`config.mk`:
```
export PLATFORM = sky130hd
export DESIGN_NAME = msi_top
export DESIGN_NICKNAME = d
export VERILOG_FILES = /design/src/msi_pkg.sv /design/src/msi_persist.sv /design/src/msi_top.sv
export SDC_FILE = /design/constraint.sdc
export NUM_CORES = 1
export LEC_CHECK = 0
export BUFFER_PORTS_ARGS = -buffer_cell sky130_fd_sc_hd__buf_2
export CAP_MARGIN = 10
export CORE_ASPECT_RATIO = 1.25
export CORE_MARGIN = 5
export CORE_UTILIZATION = 40
export CTS_CLUSTER_DIAMETER = 200
export DETAILED_ROUTE_END_ITERATION = 10
export GPL_ROUTABILITY_DRIVEN = 1
export PLACE_DENSITY = 0.64
export SLEW_MARGIN = 30
export SYNTH_ARGS = -nofsm -noshare
export SYNTH_HDL_FRONTEND = slang
export SYNTH_HIERARCHICAL = 1
export SYNTH_SLANG_ARGS = --single-unit
```
`constraint.sdc`:
```
create_clock -name CLK -period 6.3 [get_ports CLK]
set_input_delay 1.89 -clock CLK [delete_from_list [all_inputs] [get_ports CLK]]
set_output_delay 1.89 -clock CLK [all_outputs]
set_load 0.005 [all_outputs]
```
`src/msi_pkg.sv`:
```
// Purpose : Constants shared by the maintenance signal insert block
// Assumes : One DS3 (28 DS1) and one STS-1 (28 VT1.5) port per instance
// Notes   : Overhead bit numbers follow telecom order, bit 1 is the MSB
//
// Functional notes
// (RULE1) Unconnected DS1 outputs send all-ones idle
// (RULE2) Provisioned DS3 idle when all 28 idle
// (RULE3) Input failure replaces output with matching AIS
// (RULE4) DS3 LOS, OOF or AIS forces DS1 AIS
// (RULE5) Test input broadcast to chosen DS1 outputs
// (RULE6) Overlay AIS or test keeping cross-connection
// (RULE7) DS3 AIS or idle suppresses failure alarms
// (RULE8) DS3 AIS or idle raises status indication
// (RULE9) Report framed-1010 or unframed DS3 AIS
// (RULE10) Line AIS when K2 bits 6-8 ones
// (RULE11) Line AIS after five consecutive frames
// (RULE12) Line AIS detected only, never sent
// (RULE13) Path AIS sets H1-H3 and SPE ones
// (RULE14) STS-1 failures send AIS on all VTs
// (RULE15) VT loss of pointer sends that VT AIS
// (RULE16) VT path AIS sets V1-V4, SPE ones
// (RULE17) DS1 AIS from DS1, DS3 or VT failures
// (RULE18) STS-1 yellow is G1 bit 5 set
// (RULE19) VT yellow is V5 bit 8 set
// (RULE20) DS1 yellow only on monitored ports
// (RULE21) Provisioning bits reset to disabled
package msi_pkg;
    // ==========================================================
    // Sizes
    localparam int          MSI_NTRIB      = 28;
    localparam int          MSI_AISL_FRAMES = 5;
    // ==========================================================
    // Register byte offsets
    localparam logic [7:0]  MSI_OFF_CTRL   = 8'h00;
    localparam logic [7:0]  MSI_OFF_TSEL   = 8'h04;
    localparam logic [7:0]  MSI_OFF_OVAIS  = 8'h08;
    localparam logic [7:0]  MSI_OFF_OVTST  = 8'h0C;
    localparam logic [7:0]  MSI_OFF_PMEN   = 8'h10;
    localparam logic [7:0]  MSI_OFF_SRCSTS = 8'h14;
    localparam logic [7:0]  MSI_OFF_STAT   = 8'h18;
    localparam logic [7:0]  MSI_OFF_EVT    = 8'h1C;
    localparam logic [7:0]  MSI_OFF_VTYEL  = 8'h20;
    localparam logic [7:0]  MSI_OFF_D1YEL  = 8'h24;
    // ==========================================================
    // Field positions
    localparam int          MSI_CTRL_IDLE_EN = 0;
    localparam int          MSI_ST_DS3_AIS   = 0;
    localparam int          MSI_ST_DS3_IDLE  = 1;
    localparam int          MSI_ST_AIS_FRM   = 2;
    localparam int          MSI_ST_AIS_UNF   = 3;
    localparam int          MSI_ST_AISL      = 4;
    localparam int          MSI_ST_STS_YEL   = 5;
    localparam int          MSI_ST_SEND_IDLE = 6;
    localparam int          MSI_NST          = 7;
    localparam int          MSI_G1_YEL_BIT   = 3;  // Bit 5 of G1
    localparam int          MSI_V5_YEL_BIT   = 0;  // Bit 8 of V5
    localparam logic [2:0]  MSI_K2_AISL      = 3'h7; // Bits 6-8 of K2
    // ==========================================================
    // Reset values
    localparam logic [31:0] MSI_RST_ZERO   = 32'h0000_0000;
    localparam logic [7:0]  MSI_ALL_ONES   = 8'hFF;
endpackage : msi_pkg

```
`src/msi_persist.sv`:
```
// Purpose : Declares a condition after N consecutive qualified strobes
// Assumes : STB is a one-cycle pulse, one per frame
// Notes   : Clears after N consecutive frames without the condition
`timescale 1ns/1ps
`default_nettype none
module msi_persist
    import msi_pkg::*;
#(
    parameter int N = MSI_AISL_FRAMES
) (
    input  wire logic CLK,
    input  wire logic RST,
    input  wire logic STB,
    input  wire logic COND,
    output var  logic STATE
);
    logic [3:0] cnt_reg;
    // ==========================================================
    // Frame counter toward a change of state
    always_ff @(posedge CLK) begin
        if (RST) begin
            cnt_reg <= 4'h0;
            STATE   <= 1'b0;
        end else if (STB) begin
            if (COND == STATE) begin
                cnt_reg <= 4'h0;
            end else if (cnt_reg == 4'(N - 1)) begin
                cnt_reg <= 4'h0;
                STATE   <= COND;         // [RULE11]
            end else begin
                cnt_reg <= cnt_reg + 4'h1;
            end
        end
    end
endmodule : msi_persist
`default_nettype wire

```
`src/msi_top.sv`:
```
// Purpose : Detects and inserts maintenance signals for one DS3 and one STS-1 port
// Assumes : Detector inputs come from framers, synchronous to CLK
// Notes   : Provisioning and status over classic Wishbone, one wait state
`timescale 1ns/1ps
`default_nettype none
module msi_top
    import msi_pkg::*;
(
    input  wire logic        CLK,
    input  wire logic        RST,
    // Wishbone slave
    input  wire logic        WB_CYC_I,
    input  wire logic        WB_STB_I,
    input  wire logic        WB_WE_I,
    input  wire logic [7:0]  WB_ADR_I,
    input  wire logic [3:0]  WB_SEL_I,
    input  wire logic [31:0] WB_DAT_I,
    output var  logic [31:0] WB_DAT_O,
    output var  logic        WB_ACK_O,
    // DS1 tributary data path
    input  wire logic [27:0] DS1_XCONN,
    input  wire logic [27:0] DS1_DATA_IN,
    input  wire logic        TEST_DATA,
    input  wire logic [27:0] DS1_LOS,
    input  wire logic [27:0] DS1_AIS_DET,
    input  wire logic [27:0] DS1_YEL_DET,
    output var  logic [27:0] DS1_DATA_OUT,
    // DS3 incoming detectors
    input  wire logic        DS3_LOS,
    input  wire logic        DS3_OOF,
    input  wire logic        DS3_FRAMED,
    input  wire logic        DS3_INFO_1010,
    input  wire logic        DS3_ALL_ONES,
    input  wire logic        DS3_IDLE_DET,
    output var  logic        DS3_FAIL_ALARM,
    output var  logic        DS3_AIS_IND,
    output var  logic        DS3_IDLE_IND,
    output var  logic        DS3_SEND_IDLE,
    // STS-1 incoming detectors and overhead
    input  wire logic        STS_LOS,
    input  wire logic        STS_LOF,
    input  wire logic        STS_LOP,
    input  wire logic        STS_AISP_DET,
    input  wire logic        STS_K2_STB,
    input  wire logic [7:0]  STS_K2,
    input  wire logic        STS_G1_STB,
    input  wire logic [7:0]  STS_G1,
    output var  logic        STS_AISL,
    output var  logic        STS_YEL,
    // STS-1 outgoing byte path
    input  wire logic [7:0]  STS_BYTE_IN,
    input  wire logic        STS_BYTE_AISABLE,
    output var  logic [7:0]  STS_BYTE_OUT,
    // VT1.5 detectors, overhead and byte path
    input  wire logic [27:0] VT_LOP,
    input  wire logic [27:0] VT_AISP_DET,
    input  wire logic        VT_V5_STB,
    input  wire logic [4:0]  VT_V5_TRIB,
    input  wire logic [7:0]  VT_V5,
    input  wire logic [7:0]  VT_BYTE_IN,
    input  wire logic [4:0]  VT_BYTE_TRIB,
    input  wire logic        VT_BYTE_AISABLE,
    output var  logic [7:0]  VT_BYTE_OUT,
    output var  logic [27:0] VT_AISP_SEND
);
    // ==========================================================
    // Provisioning and status state
    logic        idle_en_reg;
    logic [27:0] tsel_reg;
    logic [27:0] ovais_reg;
    logic [27:0] ovtst_reg;
    logic [27:0] pmen_reg;
    logic [27:0] srcsts_reg;
    logic [MSI_NST-1:0] evt_reg;
    logic [27:0] vtyel_reg;
    logic [27:0] d1yel_reg;
    logic        wb_hit;
    logic        wb_wr;
    logic [31:0] rd_next;
    logic [31:0] status_w;
    logic        ais_frm;
    logic        ais_unf;
    logic        ds3_ais;
    logic        ds3_inhibit;
    logic        ds3_fail;
    logic        sts_fail;
    logic        sts_fail_vt;
    logic        aisl_state;
    logic [27:0] vt_send;
    logic [27:0] ds1_ais_force;
    logic [27:0] ds1_test_force;

    // Byte-lane merge of write data into a register
    function automatic logic [31:0] msi_merge(input logic [31:0] old_v,
                                              input logic [31:0] new_v,
                                              input logic [3:0]  sel);
        logic [31:0] r;
        r = old_v;
        for (int b = 0; b < 4; b++) begin
            if (sel[b]) begin
                r[b*8 +: 8] = new_v[b*8 +: 8];
            end
        end
        return r;
    endfunction : msi_merge

    // ==========================================================
    // Wishbone handshake: ack one cycle after the strobe, then drop
    assign wb_hit = WB_CYC_I & WB_STB_I & ~WB_ACK_O;
    assign wb_wr  = wb_hit & WB_WE_I;

    always_ff @(posedge CLK) begin
        if (RST) begin
            WB_ACK_O <= 1'b0;
            WB_DAT_O <= MSI_RST_ZERO;
        end else begin
            WB_ACK_O <= wb_hit;
            WB_DAT_O <= wb_hit ? rd_next : MSI_RST_ZERO;
        end
    end

    // Provisioning registers, all disabled at reset
    always_ff @(posedge CLK) begin
        if (RST) begin
            idle_en_reg <= 1'b0;                    // [RULE21]
            tsel_reg    <= MSI_RST_ZERO[27:0];      // [RULE21]
            ovais_reg   <= MSI_RST_ZERO[27:0];      // [RULE21]
            ovtst_reg   <= MSI_RST_ZERO[27:0];      // [RULE21]
            pmen_reg    <= MSI_RST_ZERO[27:0];
            srcsts_reg  <= MSI_RST_ZERO[27:0];
        end else if (wb_wr) begin
            case (WB_ADR_I)
                MSI_OFF_CTRL: begin
                    if (WB_SEL_I[0]) begin
                        idle_en_reg <= WB_DAT_I[MSI_CTRL_IDLE_EN];
                    end
                end
                MSI_OFF_TSEL: begin
                    tsel_reg <= 28'(msi_merge({4'h0, tsel_reg}, WB_DAT_I, WB_SEL_I));
                end
                MSI_OFF_OVAIS: begin
                    ovais_reg <= 28'(msi_merge({4'h0, ovais_reg}, WB_DAT_I, WB_SEL_I));
                end
                MSI_OFF_OVTST: begin
                    ovtst_reg <= 28'(msi_merge({4'h0, ovtst_reg}, WB_DAT_I, WB_SEL_I));
                end
                MSI_OFF_PMEN: begin
                    pmen_reg <= 28'(msi_merge({4'h0, pmen_reg}, WB_DAT_I, WB_SEL_I));
                end
                MSI_OFF_SRCSTS: begin
                    srcsts_reg <= 28'(msi_merge({4'h0, srcsts_reg}, WB_DAT_I, WB_SEL_I));
                end
                default: begin
                end
            endcase
        end
    end

    // Live status word
    always_comb begin
        status_w = MSI_RST_ZERO;
        status_w[MSI_ST_DS3_AIS]   = DS3_AIS_IND;
        status_w[MSI_ST_DS3_IDLE]  = DS3_IDLE_IND;
        status_w[MSI_ST_AIS_FRM]   = ais_frm;
        status_w[MSI_ST_AIS_UNF]   = ais_unf;
        status_w[MSI_ST_AISL]      = STS_AISL;
        status_w[MSI_ST_STS_YEL]   = STS_YEL;
        status_w[MSI_ST_SEND_IDLE] = DS3_SEND_IDLE;
    end

    // Read multiplexer, unmapped offsets read zero
    always_comb begin
        case (WB_ADR_I)
            MSI_OFF_CTRL:   rd_next = {31'h0, idle_en_reg};
            MSI_OFF_TSEL:   rd_next = {4'h0, tsel_reg};
            MSI_OFF_OVAIS:  rd_next = {4'h0, ovais_reg};
            MSI_OFF_OVTST:  rd_next = {4'h0, ovtst_reg};
            MSI_OFF_PMEN:   rd_next = {4'h0, pmen_reg};
            MSI_OFF_SRCSTS: rd_next = {4'h0, srcsts_reg};
            MSI_OFF_STAT:   rd_next = status_w;                 // [RULE8]
            MSI_OFF_EVT:    rd_next = {25'h0, evt_reg};
            MSI_OFF_VTYEL:  rd_next = {4'h0, vtyel_reg};
            MSI_OFF_D1YEL:  rd_next = {4'h0, d1yel_reg};
            default:        rd_next = MSI_RST_ZERO;
        endcase
    end

    // Sticky events, write one to clear, a new event wins over the clear
    always_ff @(posedge CLK) begin
        if (RST) begin
            evt_reg <= '0;
        end else begin
            for (int k = 0; k < MSI_NST; k++) begin
                if (status_w[k]) begin
                    evt_reg[k] <= 1'b1;                          // [RULE8]
                end else if (wb_wr && WB_ADR_I == MSI_OFF_EVT && WB_SEL_I[0] && WB_DAT_I[k]) begin
                    evt_reg[k] <= 1'b0;
                end
            end
        end
    end

    // ==========================================================
    // DS3 AIS and idle detection
    assign ais_frm     = DS3_FRAMED & DS3_INFO_1010;            // [RULE9]
    assign ais_unf     = ~DS3_FRAMED & DS3_ALL_ONES;            // [RULE9]
    assign ds3_ais     = ais_frm | ais_unf;
    assign ds3_inhibit = ds3_ais | DS3_IDLE_DET;
    assign ds3_fail    = DS3_LOS | DS3_OOF | ds3_ais;           // [RULE4]

    always_ff @(posedge CLK) begin
        if (RST) begin
            DS3_AIS_IND    <= 1'b0;
            DS3_IDLE_IND   <= 1'b0;
            DS3_FAIL_ALARM <= 1'b0;
            DS3_SEND_IDLE  <= 1'b0;
        end else begin
            DS3_AIS_IND    <= ds3_ais;                           // [RULE8]
            DS3_IDLE_IND   <= DS3_IDLE_DET;                      // [RULE8]
            DS3_FAIL_ALARM <= (DS3_LOS | DS3_OOF) & ~ds3_inhibit; // [RULE7]
            DS3_SEND_IDLE  <= idle_en_reg & ~(|DS1_XCONN);       // [RULE2]
        end
    end

    // ==========================================================
    // STS-1 line AIS, needs five consecutive K2 frames
    msi_persist #(
        .N     (MSI_AISL_FRAMES)
    ) u_aisl (
        .CLK   (CLK),
        .RST   (RST),
        .STB   (STS_K2_STB),
        .COND  (STS_K2[2:0] == MSI_K2_AISL),                   // [RULE10]
        .STATE (aisl_state)
    );

    assign sts_fail    = STS_LOS | STS_LOF | aisl_state | STS_LOP;  // [RULE3]
    assign sts_fail_vt = sts_fail | STS_AISP_DET;                   // [RULE14]

    // STS-1 status and yellow capture
    always_ff @(posedge CLK) begin
        if (RST) begin
            STS_AISL <= 1'b0;
            STS_YEL  <= 1'b0;
        end else begin
            STS_AISL <= aisl_state;
            if (STS_G1_STB) begin
                STS_YEL <= STS_G1[MSI_G1_YEL_BIT];               // [RULE18]
            end
        end
    end

    // Outgoing STS-1 bytes: only pointer and SPE bytes are forced,
    // line overhead passes, so line AIS is never generated here
    always_ff @(posedge CLK) begin
        if (RST) begin
            STS_BYTE_OUT <= 8'h00;
        end else if (sts_fail && STS_BYTE_AISABLE) begin
            STS_BYTE_OUT <= MSI_ALL_ONES;                        // [RULE13] [RULE12]
        end else begin
            STS_BYTE_OUT <= STS_BYTE_IN;
        end
    end

    // ==========================================================
    // Per-tributary decisions
    genvar gi;
    generate
        for (gi = 0; gi < MSI_NTRIB; gi++) begin : g_trib
            logic src_fail;
            // VT path AIS on STS failure or this VT's pointer loss
            assign vt_send[gi] = sts_fail_vt | VT_LOP[gi];       // [RULE14] [RULE15]
            // Source failure by where the tributary comes from
            assign src_fail = srcsts_reg[gi] ? (VT_LOP[gi] | VT_AISP_DET[gi] | sts_fail_vt)
                                             : (DS1_LOS[gi] | DS1_AIS_DET[gi] | ds3_fail); // [RULE17] [RULE4]
            assign ds1_ais_force[gi]  = ~DS1_XCONN[gi] | ovais_reg[gi]
                                        | (src_fail & ~ovtst_reg[gi] & ~tsel_reg[gi]); // [RULE1] [RULE6] [RULE3]
            assign ds1_test_force[gi] = ovtst_reg[gi] | tsel_reg[gi];               // [RULE5] [RULE6]

            // Outgoing DS1 bit and DS1 yellow report
            always_ff @(posedge CLK) begin
                if (RST) begin
                    DS1_DATA_OUT[gi] <= 1'b1;
                    d1yel_reg[gi]    <= 1'b0;
                end else begin
                    if (ds1_ais_force[gi]) begin
                        DS1_DATA_OUT[gi] <= 1'b1;                  // [RULE1] [RULE17]
                    end else if (ds1_test_force[gi]) begin
                        DS1_DATA_OUT[gi] <= TEST_DATA;             // [RULE5]
                    end else begin
                        DS1_DATA_OUT[gi] <= DS1_DATA_IN[gi];
                    end
                    d1yel_reg[gi] <= DS1_YEL_DET[gi] & pmen_reg[gi]; // [RULE20]
                end
            end

            // VT yellow capture, reported whenever received
            always_ff @(posedge CLK) begin
                if (RST) begin
                    vtyel_reg[gi] <= 1'b0;
                end else if (VT_V5_STB && VT_V5_TRIB == 5'(gi)) begin
                    vtyel_reg[gi] <= VT_V5[MSI_V5_YEL_BIT];        // [RULE19] [RULE20]
                end
            end
        end
    endgenerate

    // ==========================================================
    // VT path AIS flags and outgoing VT bytes
    always_ff @(posedge CLK) begin
        if (RST) begin
            VT_AISP_SEND <= MSI_RST_ZERO[27:0];
            VT_BYTE_OUT  <= 8'h00;
        end else begin
            VT_AISP_SEND <= vt_send;
            if (VT_BYTE_AISABLE && VT_BYTE_TRIB < 5'(MSI_NTRIB) && vt_send[VT_BYTE_TRIB]) begin
                VT_BYTE_OUT <= MSI_ALL_ONES;                     // [RULE16]
            end else begin
                VT_BYTE_OUT <= VT_BYTE_IN;
            end
        end
    end
endmodule : msi_top
`default_nettype wire

```
# Word level (Yosys, flattened, before mapping)

Cells that the tools add are included.

Output and inout port bits: 111
Bits in latches: 0
RAM bits: 0
Input bits: 311
Bits in read-only memories: 0
Word-level logic and storage cells: 758
Memories: 0
Flip-flop bits (word level): 320

Multiplexer cells: 77
Equal/unequal tests: 39
$add $sub $neg: 1
Shift operators: 0
Reductions and logical operators: 101
$mul: 0
Bitwise operators: 413
Divide/modulo/power cells: 0
$lt $le $gt $ge: 2

Operators with widths:

| operator                                                    | count |
|---|---|
| one-hot mux 28 bit (10 select lines)                        | 1 |
| OR 1 bit                                                    | 232 |
| bitwise AND 1 bit                                           | 91 |
| NOT 1 bit                                                   | 90 |
| 2-to-1 mux 1 bit                                            | 71 |
| AND reduction 3 bit                                         | 22 |
| == test 5 bit (second input constant)                       | 12 |
| OR reduction 2 bit                                          | 29 |
| == test 5 x 4 -> 1 bit (second input constant)              | 8 |
| logical AND 1 bit                                           | 40 |
| == test 8 x 5 -> 1 bit (second input constant)              | 4 |
| OR reduction 28 bit                                         | 1 |
| == test 5 x 3 -> 1 bit (second input constant)              | 4 |
| == test 8 x 4 -> 1 bit (second input constant)              | 2 |
| == test 8 x 6 -> 1 bit (second input constant)              | 2 |
| 2-to-1 mux 8 bit                                            | 2 |
| nonzero test 2 bit                                          | 7 |
| == test 5 x 2 -> 1 bit (second input constant)              | 2 |
| == test 8 x 3 -> 1 bit (second input constant)              | 1 |
| logical NOT 8 bit                                           | 1 |
| 2-to-1 mux 4 bit                                            | 2 |
| less-than comparator 5 x 6 -> 1 bit (second input constant) | 1 |
| binary-select mux 1 bit (select 5 bit)                      | 1 |
| == test 5 x 1 -> 1 bit (second input constant)              | 1 |
| 6 further kinds                                             | 6 |

# Depth between registers and ports, before layout

Gate-level depths: netlist (run 1).

Depth in word-level cells: 10
Mapped depth: 8
Depth with buffers taken out: 6

# Cells and area by module

Netlist (run 1), hierarchy kept.

Modules (own cells, without submodules):

| module      | seq. area each (sq um) | area each (sq um) | cells each | instances |
|---|---|---|---|---|
| msi_top     | 6226.0                 | 13869.6           | 1645       | 1 |
| msi_persist | 100.1                  | 301.5             | 34         | 1 |

# Worst setup path after synthesis (run 1)

OpenSTA, ideal clock, no wires.

Path kind: input -> register
From: in VT_BYTE_TRIB[0]
To: reg VT_BYTE_OUT[0]
Stages on the path: 6
Buffers on the path: 1
Required time: 6.164 ns
Arrival time: 3.352 ns
Library setup time: 0.136 ns
Path slack: 2.812 ns
Cell sequence: buf_2 > mux4_2 > o311ai_0 > nand2_1 > o2111ai_2 > o21ai_0

Longest elaborated chain between the ends: 4
Elaborated cells between the ends (all ways): 6
Those cells by class: 1 x order compare; 3 x mux; 2 x reduce/logical

Ends and longest elaborated chain:

| item                                                                                        | line           | text |
|---|---|---|
| start: declaration                                                                          | msi_top.sv:61  | `input wire logic [4:0] VT_BYTE_TRIB,` |
| binary-select mux 1 bit (select 5 bit) / less-than comparator 5 bit (equally long branches) | msi_top.sv:316 | `if (VT_BYTE_AISABLE && VT_BYTE_TRIB < 5'(MSI_NTRIB) && vt_send[VT_BYTE_TRIB]) begin` |
| 2-to-1 mux 1 bit (not written as such) / logical AND 1 bit (equally long branches)          | msi_top.sv:316 |  |
| logical AND 1 bit (*)                                                                       | msi_top.sv:316 |  |
| 2-to-1 mux 8 bit (*)                                                                        | msi_top.sv:316 |  |
| end signal: assignment                                                                      | msi_top.sv:313 | `VT_BYTE_OUT <= 8'h00;` |
| end signal: assignment                                                                      | msi_top.sv:317 | `VT_BYTE_OUT <= MSI_ALL_ONES;` |
| end signal: assignment                                                                      | msi_top.sv:319 | `VT_BYTE_OUT <= VT_BYTE_IN;` |
| end: declaration                                                                            | msi_top.sv:63  | `output var logic [7:0] VT_BYTE_OUT,` |

Every way passes the cells marked *; elsewhere a longest branch is shown, timed or not. The select of a mux whose other input is x is not followed.
A chain may end at the register's enable or synchronous reset.

# Worst setup path after layout (run 1)

From: in WB_ADR_I[4]
To: reg pmen_reg[24]

Longest elaborated chain between the ends: 2

Ends and longest elaborated chain:

| item                                 | line           | text |
|---|---|---|
| start: declaration                   | msi_top.sv:15  | `input wire logic [7:0] WB_ADR_I,` |
| == test 8 x 5 -> 1 bit               | msi_top.sv:132 | `case (WB_ADR_I)` |
| AND reduction 3 bit (no source line) | --             |  |
| end signal: assignment               | msi_top.sv:129 | `pmen_reg <= MSI_RST_ZERO[27:0];` |
| end signal: assignment               | msi_top.sv:148 | `pmen_reg <= 28'(msi_merge({4'h0, pmen_reg}, WB_DAT_I, WB_SEL_I));` |
| end: declaration                     | msi_top.sv:72  | `logic [27:0] pmen_reg;` |

Every way passes these cells.

==> results of run 1 <==
power groups by stage:
stage / registers, mW / clock network [mW] / logic [mW]
floorplan: 2.08 / 0 / 0.151
global placement: 2.08 / 0 / 0.352
detailed placement: 2.08 / 0 / 0.358
CTS: 2.03 / 2.11 / 0.359
global route: 2.03 / 2.19 / 0.385
finish: 2.03 / 2.08 / 0.362
cells in the final DEF (no fill, tap or decap), types with 21 or more instances in the layout:
cell type                   netlist  routed
sky130_fd_sc_hd__a22oi_1         42      42
sky130_fd_sc_hd__nor2_1         298     298
sky130_fd_sc_hd__o21ai_0         32      32
sky130_fd_sc_hd__nand2_1        200     200
sky130_fd_sc_hd__mux2i_1        135     135
sky130_fd_sc_hd__clkbuf_16        0      37
sky130_fd_sc_hd__nor4_1          21      21
sky130_fd_sc_hd__buf_2           24     393
sky130_fd_sc_hd__a21oi_1        140     140
sky130_fd_sc_hd__dfxtp_1        316     316
sky130_fd_sc_hd__nor3_1          26      24
sky130_fd_sc_hd__o22ai_1         38      38
sky130_fd_sc_hd__nand3_1        122     122
worst min-delay path by stage:
stage / start / to / slack [ns] / cells past startpoint
2_1_floorplan: pmen_reg[10] / d1yel_reg[10] / 0.42 / 2
3_3_place_gp: pmen_reg[1] / d1yel_reg[1] / 0.43 / 2
3_5_place_dp: pmen_reg[1] / d1yel_reg[1] / 0.44 / 2
4_1_cts: pmen_reg[1] / d1yel_reg[1] / 0.45 / 2
5_1_grt: pmen_reg[22] / d1yel_reg[22] / 0.47 / 2
6_report: pmen_reg[1] / d1yel_reg[1] / 0.45 / 2
area by class of cell:
cell class | instances | area (um^2)
Antenna cell | 5 | 12.51
Clock buffer | 53 | 1106
Clock inverter | 7 | 65.06
Fill cell | 3398 | 17570
Inverter | 12 | 45.04
Multi-Input combinational cell | 1238 | 7306
Sequential cell | 316 | 6326
Tap cell | 474 | 593.1
Timing Repair Buffer | 413 | 2143
stage by stage:
step	hold WS [ns]	instances	instance area, um^2	util [%]
after floorplan	0.4223	1682	14180	-
after global placement	0.4337	2451	16380	46.58
after detailed placement	0.4385	2453	16410	46.66
after CTS	0.4458	2513	17580	49.99
after global routing	0.4689	2518	17600	50.04
final	0.4471	2518	17600	50.04
cells in the mapped netlist (14+ instances only):
library cell                instances
sky130_fd_sc_hd__dfxtp_1          316
sky130_fd_sc_hd__nor2_1           298
sky130_fd_sc_hd__nand2_1          200
sky130_fd_sc_hd__a21oi_1          140
sky130_fd_sc_hd__mux2i_1          135
sky130_fd_sc_hd__nand3_1          122
sky130_fd_sc_hd__clkbuf_1          68
sky130_fd_sc_hd__a22oi_1           42
sky130_fd_sc_hd__o22ai_1           38
sky130_fd_sc_hd__o21ai_0           32
sky130_fd_sc_hd__nor3_1            26
sky130_fd_sc_hd__buf_2             24
sky130_fd_sc_hd__nor4_1            21
sky130_fd_sc_hd__o211ai_1          16
sky130_fd_sc_hd__a2111oi_2         15
sky130_fd_sc_hd__nor4_2            15
sky130_fd_sc_hd__or4_1             15
sky130_fd_sc_hd__or3_1             14
cell families (layout without fill, tap and decap cells):
kind of cell | after synthesis | after routing | synth area share, %
simple gates | 780 | 780 | 26.39
flops | 316 | 316 | 44.64
compound gates | 308 | 308 | 14.01
mux | 142 | 142 | 10.52
buf+inv | 128 | 485 | 4.114
fa+ha+maj | 2 | 2 | 0.1766
xor+xnor | 2 | 2 | 0.1236
other cells | 1 | 9 | 0.02646
routing by layer:
metal  track usage [%]  up-vias  wire length (um)
met4             11.24       12              2290
met5                 0        -                60
met1             34.40     6661             22230
met3             5.297      118              5162
met2             43.51      688             25760
li1                  -     6611                 -
worst max-delay path, delay by kind of cell:
| family | cells | cell delay, ns |
|---|---|---|
| buffers and inverters | 2 | 1.04 |
| AO/OA/AOI/OAI | 1 | 0.06 |
| AND/OR/NAND/NOR | 4 | 1.57 |
==> results.md, run 1 <==
- Net total in the final layout: 2328
- Post-CTS Hold Fix Bufs: 0
- Top cells by area, synth: sky130_fd_sc_hd__dfxtp_1, sky130_fd_sc_hd__mux2i_1, sky130_fd_sc_hd__nor2_1, sky130_fd_sc_hd__nand2_1, sky130_fd_sc_hd__a21oi_1
- Number of vias after detailed routing: 14090
- Combinational power share: 8.1%
- Int Pwr: 3.405 mW
- Synthesized area per cell: 8.440 um^2
- Launch point of the critical path: WB_ADR_I[4]
- Initial DRC Count: 1347
- Remaining antenna violation count: 0
- Pin slew with the least headroom to its limit: 1.013 ns
- Total leakage power: 7.146 nW
- Input/output buffers: 394
- Vias per Instance: 5.596
- Total net switching power: 1.071 mW
- Detailed-route wire length: 55500 um
- Total die area: 0.03932 mm^2
- Clock-pin slew reported for the worst setup and hold paths after clock tree synthesis: 0.06 ns
- Max Clock Skew: 0.01639 ns
- Overall global routing resource usage: 26.63%
- Placer congestion estimate: 0.9190
- Number of rows in the core area: 77
- Path category of the worst min-delay check: reg -> reg
- Pins Over Slew Limit: 0
- Most used DFF post-synth: sky130_fd_sc_hd__dfxtp_1
- FF-to-FF Start: u_aisl/STATE
- Cell accounting for the most synthesized area: sky130_fd_sc_hd__dfxtp_1
- Die Ht: 220.4 um
- Async SR Flop Fraction: 0%
- Yosys synthesis warning count: 6
- Post-synthesis cell count: 1679
- Library cells used by synthesis: 68
- Critical Setup Path Class: in -> reg
- Max-Cap Viols: 0
- Die Wd: 178.4 um
- Synthesized area: 0.01417 mm^2
- Total clock buffers created by CTS: 34
- Slowest stage cell, crit path: sky130_fd_sc_hd__buf_2
- Logic depth of the worst register-to-register path: 5
- Synth-to-layout area growth: 24.17%
- Relative slew margins: 32.44%
- RR Endpoint: VT_BYTE_OUT[4]
- Number of optimization iterations in the first detailed-route pass: 8
- Initial cell density of the core: 40.30%
- Post-route clock period utilization: 67.21%
- Sum of overflow across all layers after global routing: 0
- Ratio of cells with drive above 1 in the final layout: 26.09%
- Power Density: 254.3 mW/mm^2
- Post-detailed-placement half-perimeter wirelength: 42360 um
- CTS H-tree lvls: 2
- Cells resized by post-CTS repair: 0
- Element type at the critical path start: primary input
- Final-layout setup total negative slack: 0 ns
- Clock Latency Late Sink: 0.52 ns
- Post-placement worst setup slack: 1.525 ns
- Number of DRC violations after detailed routing: 0
- Cell at the root of the clock tree: sky130_fd_sc_hd__clkbuf_16
- Cell Chain, Critical Path: buf_2, or4b_1, nor3_4, buf_4, nand2_1, nand2_1, a21oi_1
- Critical Path Sink Type: flop
- Pin count of the biggest net entering global routing: 176
- Wire length of the first global-routing pass: 80220 um
- Total count of hold-check failures in the final report: 0
- FF+latch count, synth: 316
- CTS tree: yes
- Clock sinks: 316
- R2r setup slk: 3.81 ns
- Maximum buffer depth of the clock tree: 3
- Power share of the sequential group: 45.4%
- Area fraction of the dominant cell type after synthesis: 44.64%
- Max incr delay on CP: 0.73 ns
- Number of buffers added for setup after CTS: 0
- Critical Path AT: 4.60 ns
- Number of flops mapped to enable cells by yosys: 0
- Number of antenna violations at the first check in global routing: 11
- Placeable Area: 0.03517 mm^2
- Worst supply voltage drop on vdd: 0.1325 mV
- WL per Instance: 22.04 um
- Smallest setup slack after layout: 2.066 ns
- Maximum fanout encountered on the critical timing path: 30
- Achievable Freq: 236.2 MHz
- Switching share of power: 23.93%
- Number of placed I/O pins: 422
- Number of endpoints failing setup at the final stage: 0
- Share of the yosys chip area belonging to registers: 44.64%
- Minimum clock period: 4.234 ns
- Total Power Consumption: 4.475 mW
- End point of the critical path: pmen_reg[24]
- Worst path most repeated cell: sky130_fd_sc_hd__nand2_1
- RSZ-0062 raised after global routing: no
- Number of global-route vias before repair: 13320
- CP required: 6.66 ns
- Status: completed
- Clock power frac: 46.5%
Note: power is estimated with default switching activity, not from simulation.
==> run 2, diff against run 1 <==
- ABC_AREA: not set -> 1
- PLACE_DENSITY: 0.64 -> 0.65
- clock period: 6.3 -> 4 ns (I/O delays scaled with it)
==> results.md, run 2 <==
- Final standard cell utilization of the core: 50.15% (+0.11 points)
- Critical Setup Path Class: in -> reg
- Max-Cap Viols: 0 (unchanged)
- Placeable Area: 0.03331 mm^2 (-5.3%)
- Synthesized area per cell: 7.837 um^2 (-7.1%)
- FF-to-FF Start: u_aisl/STATE
- Worst supply voltage drop on vdd: 0.2380 mV (+80%)
- Post-Synth Adder-Cell Area: 0.1871% (+0.010 points)
- Number of rows in the core area: 75 (-2.6%)
- Sequential standard cell area: 0.006326 mm^2 (unchanged)
- Critical Path Sink Type: flop
- Clock-pin slew reported for the worst setup and hold paths after clock tree synthesis: 0.07 ns (about the same)
- Total leakage power: 6.967 nW (-2.5%)
- RSZ-0062 raised after global routing: no
- Most numerous cell types in the synthesized netlist: sky130_fd_sc_hd__dfxtp_1, sky130_fd_sc_hd__a21oi_1, sky130_fd_sc_hd__nor2_1, sky130_fd_sc_hd__o21ai_0, sky130_fd_sc_hd__nand2_1
- Final-layout setup total negative slack: 0 ns (unchanged)
- CTS H-tree lvls: 2 (unchanged)
- Area fraction of the dominant cell type after synthesis: 47.29% (+2.6 points)
- Remaining antenna violation count: 0 (unchanged)
- Cell at the root of the clock tree: sky130_fd_sc_hd__clkbuf_16
- RR Endpoint: VT_BYTE_OUT[1]
- Area share of xor/xnor cells in the synthesized design: 0.06547% (-0.058 points)
- Pin count of the biggest net entering global routing: 142 (-19%)
- Logic depth of the worst register-to-register path: 11 (+6)
- Achievable Freq: 367.5 MHz
- Number of placed I/O pins: 422 (unchanged)
- Total clock buffers created by CTS: 34 (unchanged)
- Mux cell area share after synthesis: 0.3741% (-10 points)
- CTS tree: yes
- Number of optimization iterations in the first detailed-route pass: 7 (-1)
- Pin slew with the least headroom to its limit: 0.7655 ns (-0.2480 ns)
- Main combinational cell family by area after synthesis: compound AO/OA/AOI/OAI gates
- Maximum fanout encountered on the critical timing path: 19 (-37%)
- Number of cells after detailed placement: 2456 (+0.12%)
- Die Wd: 173.6 um (-2.7%)
- Number of flops mapped to enable cells by yosys: 0 (unchanged)
- Number of antenna violations at the first check in global routing: 4 (-7)
- Commonest non-fill, non-tap cells in the layout: sky130_fd_sc_hd__buf_2, sky130_fd_sc_hd__dfxtp_1, sky130_fd_sc_hd__nor2_1, sky130_fd_sc_hd__a21oi_1, sky130_fd_sc_hd__o21ai_0
- Status: completed
- Clock sinks: 316 (unchanged)
- Area of the multi-input gates: 0.005953 mm^2 (-19%)
- Initial DRC Count: 1484 (+10%)
- Filler cell count: 3289 (-3.2%)
- Compound-gate portion of the synthesized area: 22.53% (+8.5 points)
- Die Ht: 214.5 um (-2.7%)
- Cell accounting for the most synthesized area: sky130_fd_sc_hd__dfxtp_1
- FF+latch count, synth: 316 (unchanged)
- Yosys synthesis warning count: 6 (unchanged)
- Initial cell density of the core: 40.16% (-0.14 points)
- Vias per Instance: 5.448 (-2.6%)
- Share of the yosys chip area belonging to registers: 47.29% (+2.6 points)
- Post-synthesis cell count: 1707 (+1.7%)
- R2r setup slk: 1.84 ns (-1.97 ns)
- Top cells by area, synth: sky130_fd_sc_hd__dfxtp_1, sky130_fd_sc_hd__a21oi_1, sky130_fd_sc_hd__o21ai_0, sky130_fd_sc_hd__nor2_1, sky130_fd_sc_hd__nand2_1
- Library cells used by synthesis: 56 (-18%)
- Leading cell type in the layout, fill and taps excluded: sky130_fd_sc_hd__buf_2
- Post-route clock period utilization: 68.04%
- Max Clock Skew: 0.01757 ns (+0.001177 ns)
- Async SR Flop Fraction: 0% (unchanged)
- Synth-to-layout area growth: 24.88%
- Cells resized by post-CTS repair: 0 (unchanged)
- Sum of overflow across all layers after global routing: 0 (unchanged)
- Relative slew margins: 48.97% (+17 points)
- Power Density: 413.4 mW/mm^2 (+63%)
- Number of buffers added for setup after CTS: 0 (unchanged)
- Total count of hold-check failures in the final report: 0 (unchanged)
- Minimum clock period: 2.721 ns
- Post-CTS Hold Fix Bufs: 0 (unchanged)
- Hold Path End: d1yel_reg[21]
- Number of endpoints failing setup at the final stage: 0 (unchanged)
- Synth Area in Simple Gates: 21.23% (-5.2 points)
- Non-filler cells in the finished layout: 2518 (unchanged)
- Net total in the final layout: 2382 (+2.3%)
- CP required: 4.44 ns (-2.22 ns)
- Pins Over Slew Limit: 0 (unchanged)
- Most common cell in the netlist: sky130_fd_sc_hd__dfxtp_1
- Path category of the worst min-delay check: reg -> reg
- WL per Instance: 20.96 um (-4.9%)
- Number of DRC violations after detailed routing: 0 (unchanged)
- Worst hold path stage count: 2 (unchanged)
- Total die area: 0.03722 mm^2 (-5.3%)
- Maximum buffer depth of the clock tree: 3 (unchanged)
- Placer congestion estimate: 0.9225 (+0.38%)
- Post-detailed-placement half-perimeter wirelength: 40200 um (-5.1%)
- Most used DFF post-synth: sky130_fd_sc_hd__dfxtp_1
- Overall global routing resource usage: 26.85% (+0.22 points)
- Critical Path AT: 3.16 ns (-1.44 ns)
- Number of global-route vias before repair: 13060 (-2.0%)
- Input/output buffers: 394 (unchanged)
- Clock Latency Late Sink: 0.52 ns (about the same)
- Detailed-route wire length: 52790 um (-4.9%)
- Launch point of the worst hold path: pmen_reg[21]
- Number of vias after detailed routing: 13720 (-2.6%)
- Wire length of the first global-routing pass: 78850 um (-1.7%)
- Synthesized area: 0.01338 mm^2 (-5.6%)
- Element type at the critical path start: primary input
- Ratio of cells with drive above 1 in the final layout: 25.26% (-0.83 points)
run 2: report_power, final:
| part | internal (mW) | switching (mW) | total, mW |
|---|---|---|---|
| clock | 1.91 | 1.31 | 3.21 |
| combinational | 0.186 | 0.307 | 0.493 |
| sequential | 3.19 | 0.0120 | 3.20 |
run 2: worst max-delay path, stage by stage:
cell                      delay (ns)
sky130_fd_sc_hd__buf_2          0.10
sky130_fd_sc_hd__nor2_2         0.22
sky130_fd_sc_hd__nand3_1        0.19
sky130_fd_sc_hd__nor2_4         0.50
sky130_fd_sc_hd__inv_2          0.28
sky130_fd_sc_hd__nor2_4         0.38
sky130_fd_sc_hd__o21ai_0        0.12
sky130_fd_sc_hd__a21oi_1        0.17
run 2: final cells by class:
type	count	share of cell area [%]
Antenna cell	5	0.07490
Clock buffer	46	5.849
Clock inverter	11	0.8763
Inverter	175	3.977
Multi-Input combinational cell	1135	35.64
Sequential cell	316	37.87
Tap cell	423	3.168
Timing Repair Buffer	407	12.55
run 2: how the worst max path moves through the flow:
| stage | end | slack [ns] | from | cells after the start |
|---|---|---|---|---|
| after floorplan | evt_reg[0] | 1.57 | WB_ADR_I[1] | 7 |
| after global placement | ovtst_reg[2] | 0.85 | WB_ADR_I[1] | 8 |
| after detailed placement | ovtst_reg[3] | 0.80 | WB_ADR_I[1] | 8 |
| after CTS | ovtst_reg[23] | 1.31 | WB_ADR_I[1] | 8 |
| after global routing | ovtst_reg[19] | 1.15 | WB_ADR_I[1] | 8 |
| final | ovtst_reg[23] | 1.28 | WB_ADR_I[1] | 8 |
run 2: kinds of logic after synthesis:
family | after synthesis
other | 1
buffers and inverters | 259
DFF | 316
adders and majority gates | 2
and+or+nand+nor | 595
xor gates and xnor gates | 1
AOI/OAI and AO/OA | 528
muxes | 5
run 2: per-stage QoR:
step	hold WS (ns)	cell area, um^2	setup WS [ns]	total power, mW
2_1_floorplan	0.4192	13390	1.575	3.471
3_3_place_gp	0.4294	15570	0.8485	3.752
3_5_place_dp	0.4353	15570	0.8028	3.757
4_1_cts	0.4439	16690	1.314	6.936
5_1_grt	0.4622	16700	1.152	7.115
6_report	0.4453	16710	1.279	6.906
run 2: layer usage:
metal | wire, um | share of wire [%] | vias to the layer above | global-route usage (%)
li1 | - | - | 6557 | -
met1 | 22290 | 42 | 6317 | 35.75
met2 | 24200 | 46 | 743 | 43.48
met3 | 4488 | 8.5 | 101 | 5.519
met4 | 1813 | 3.4 | 0 | 9.427
met5 | 0 | 0 | - | 0
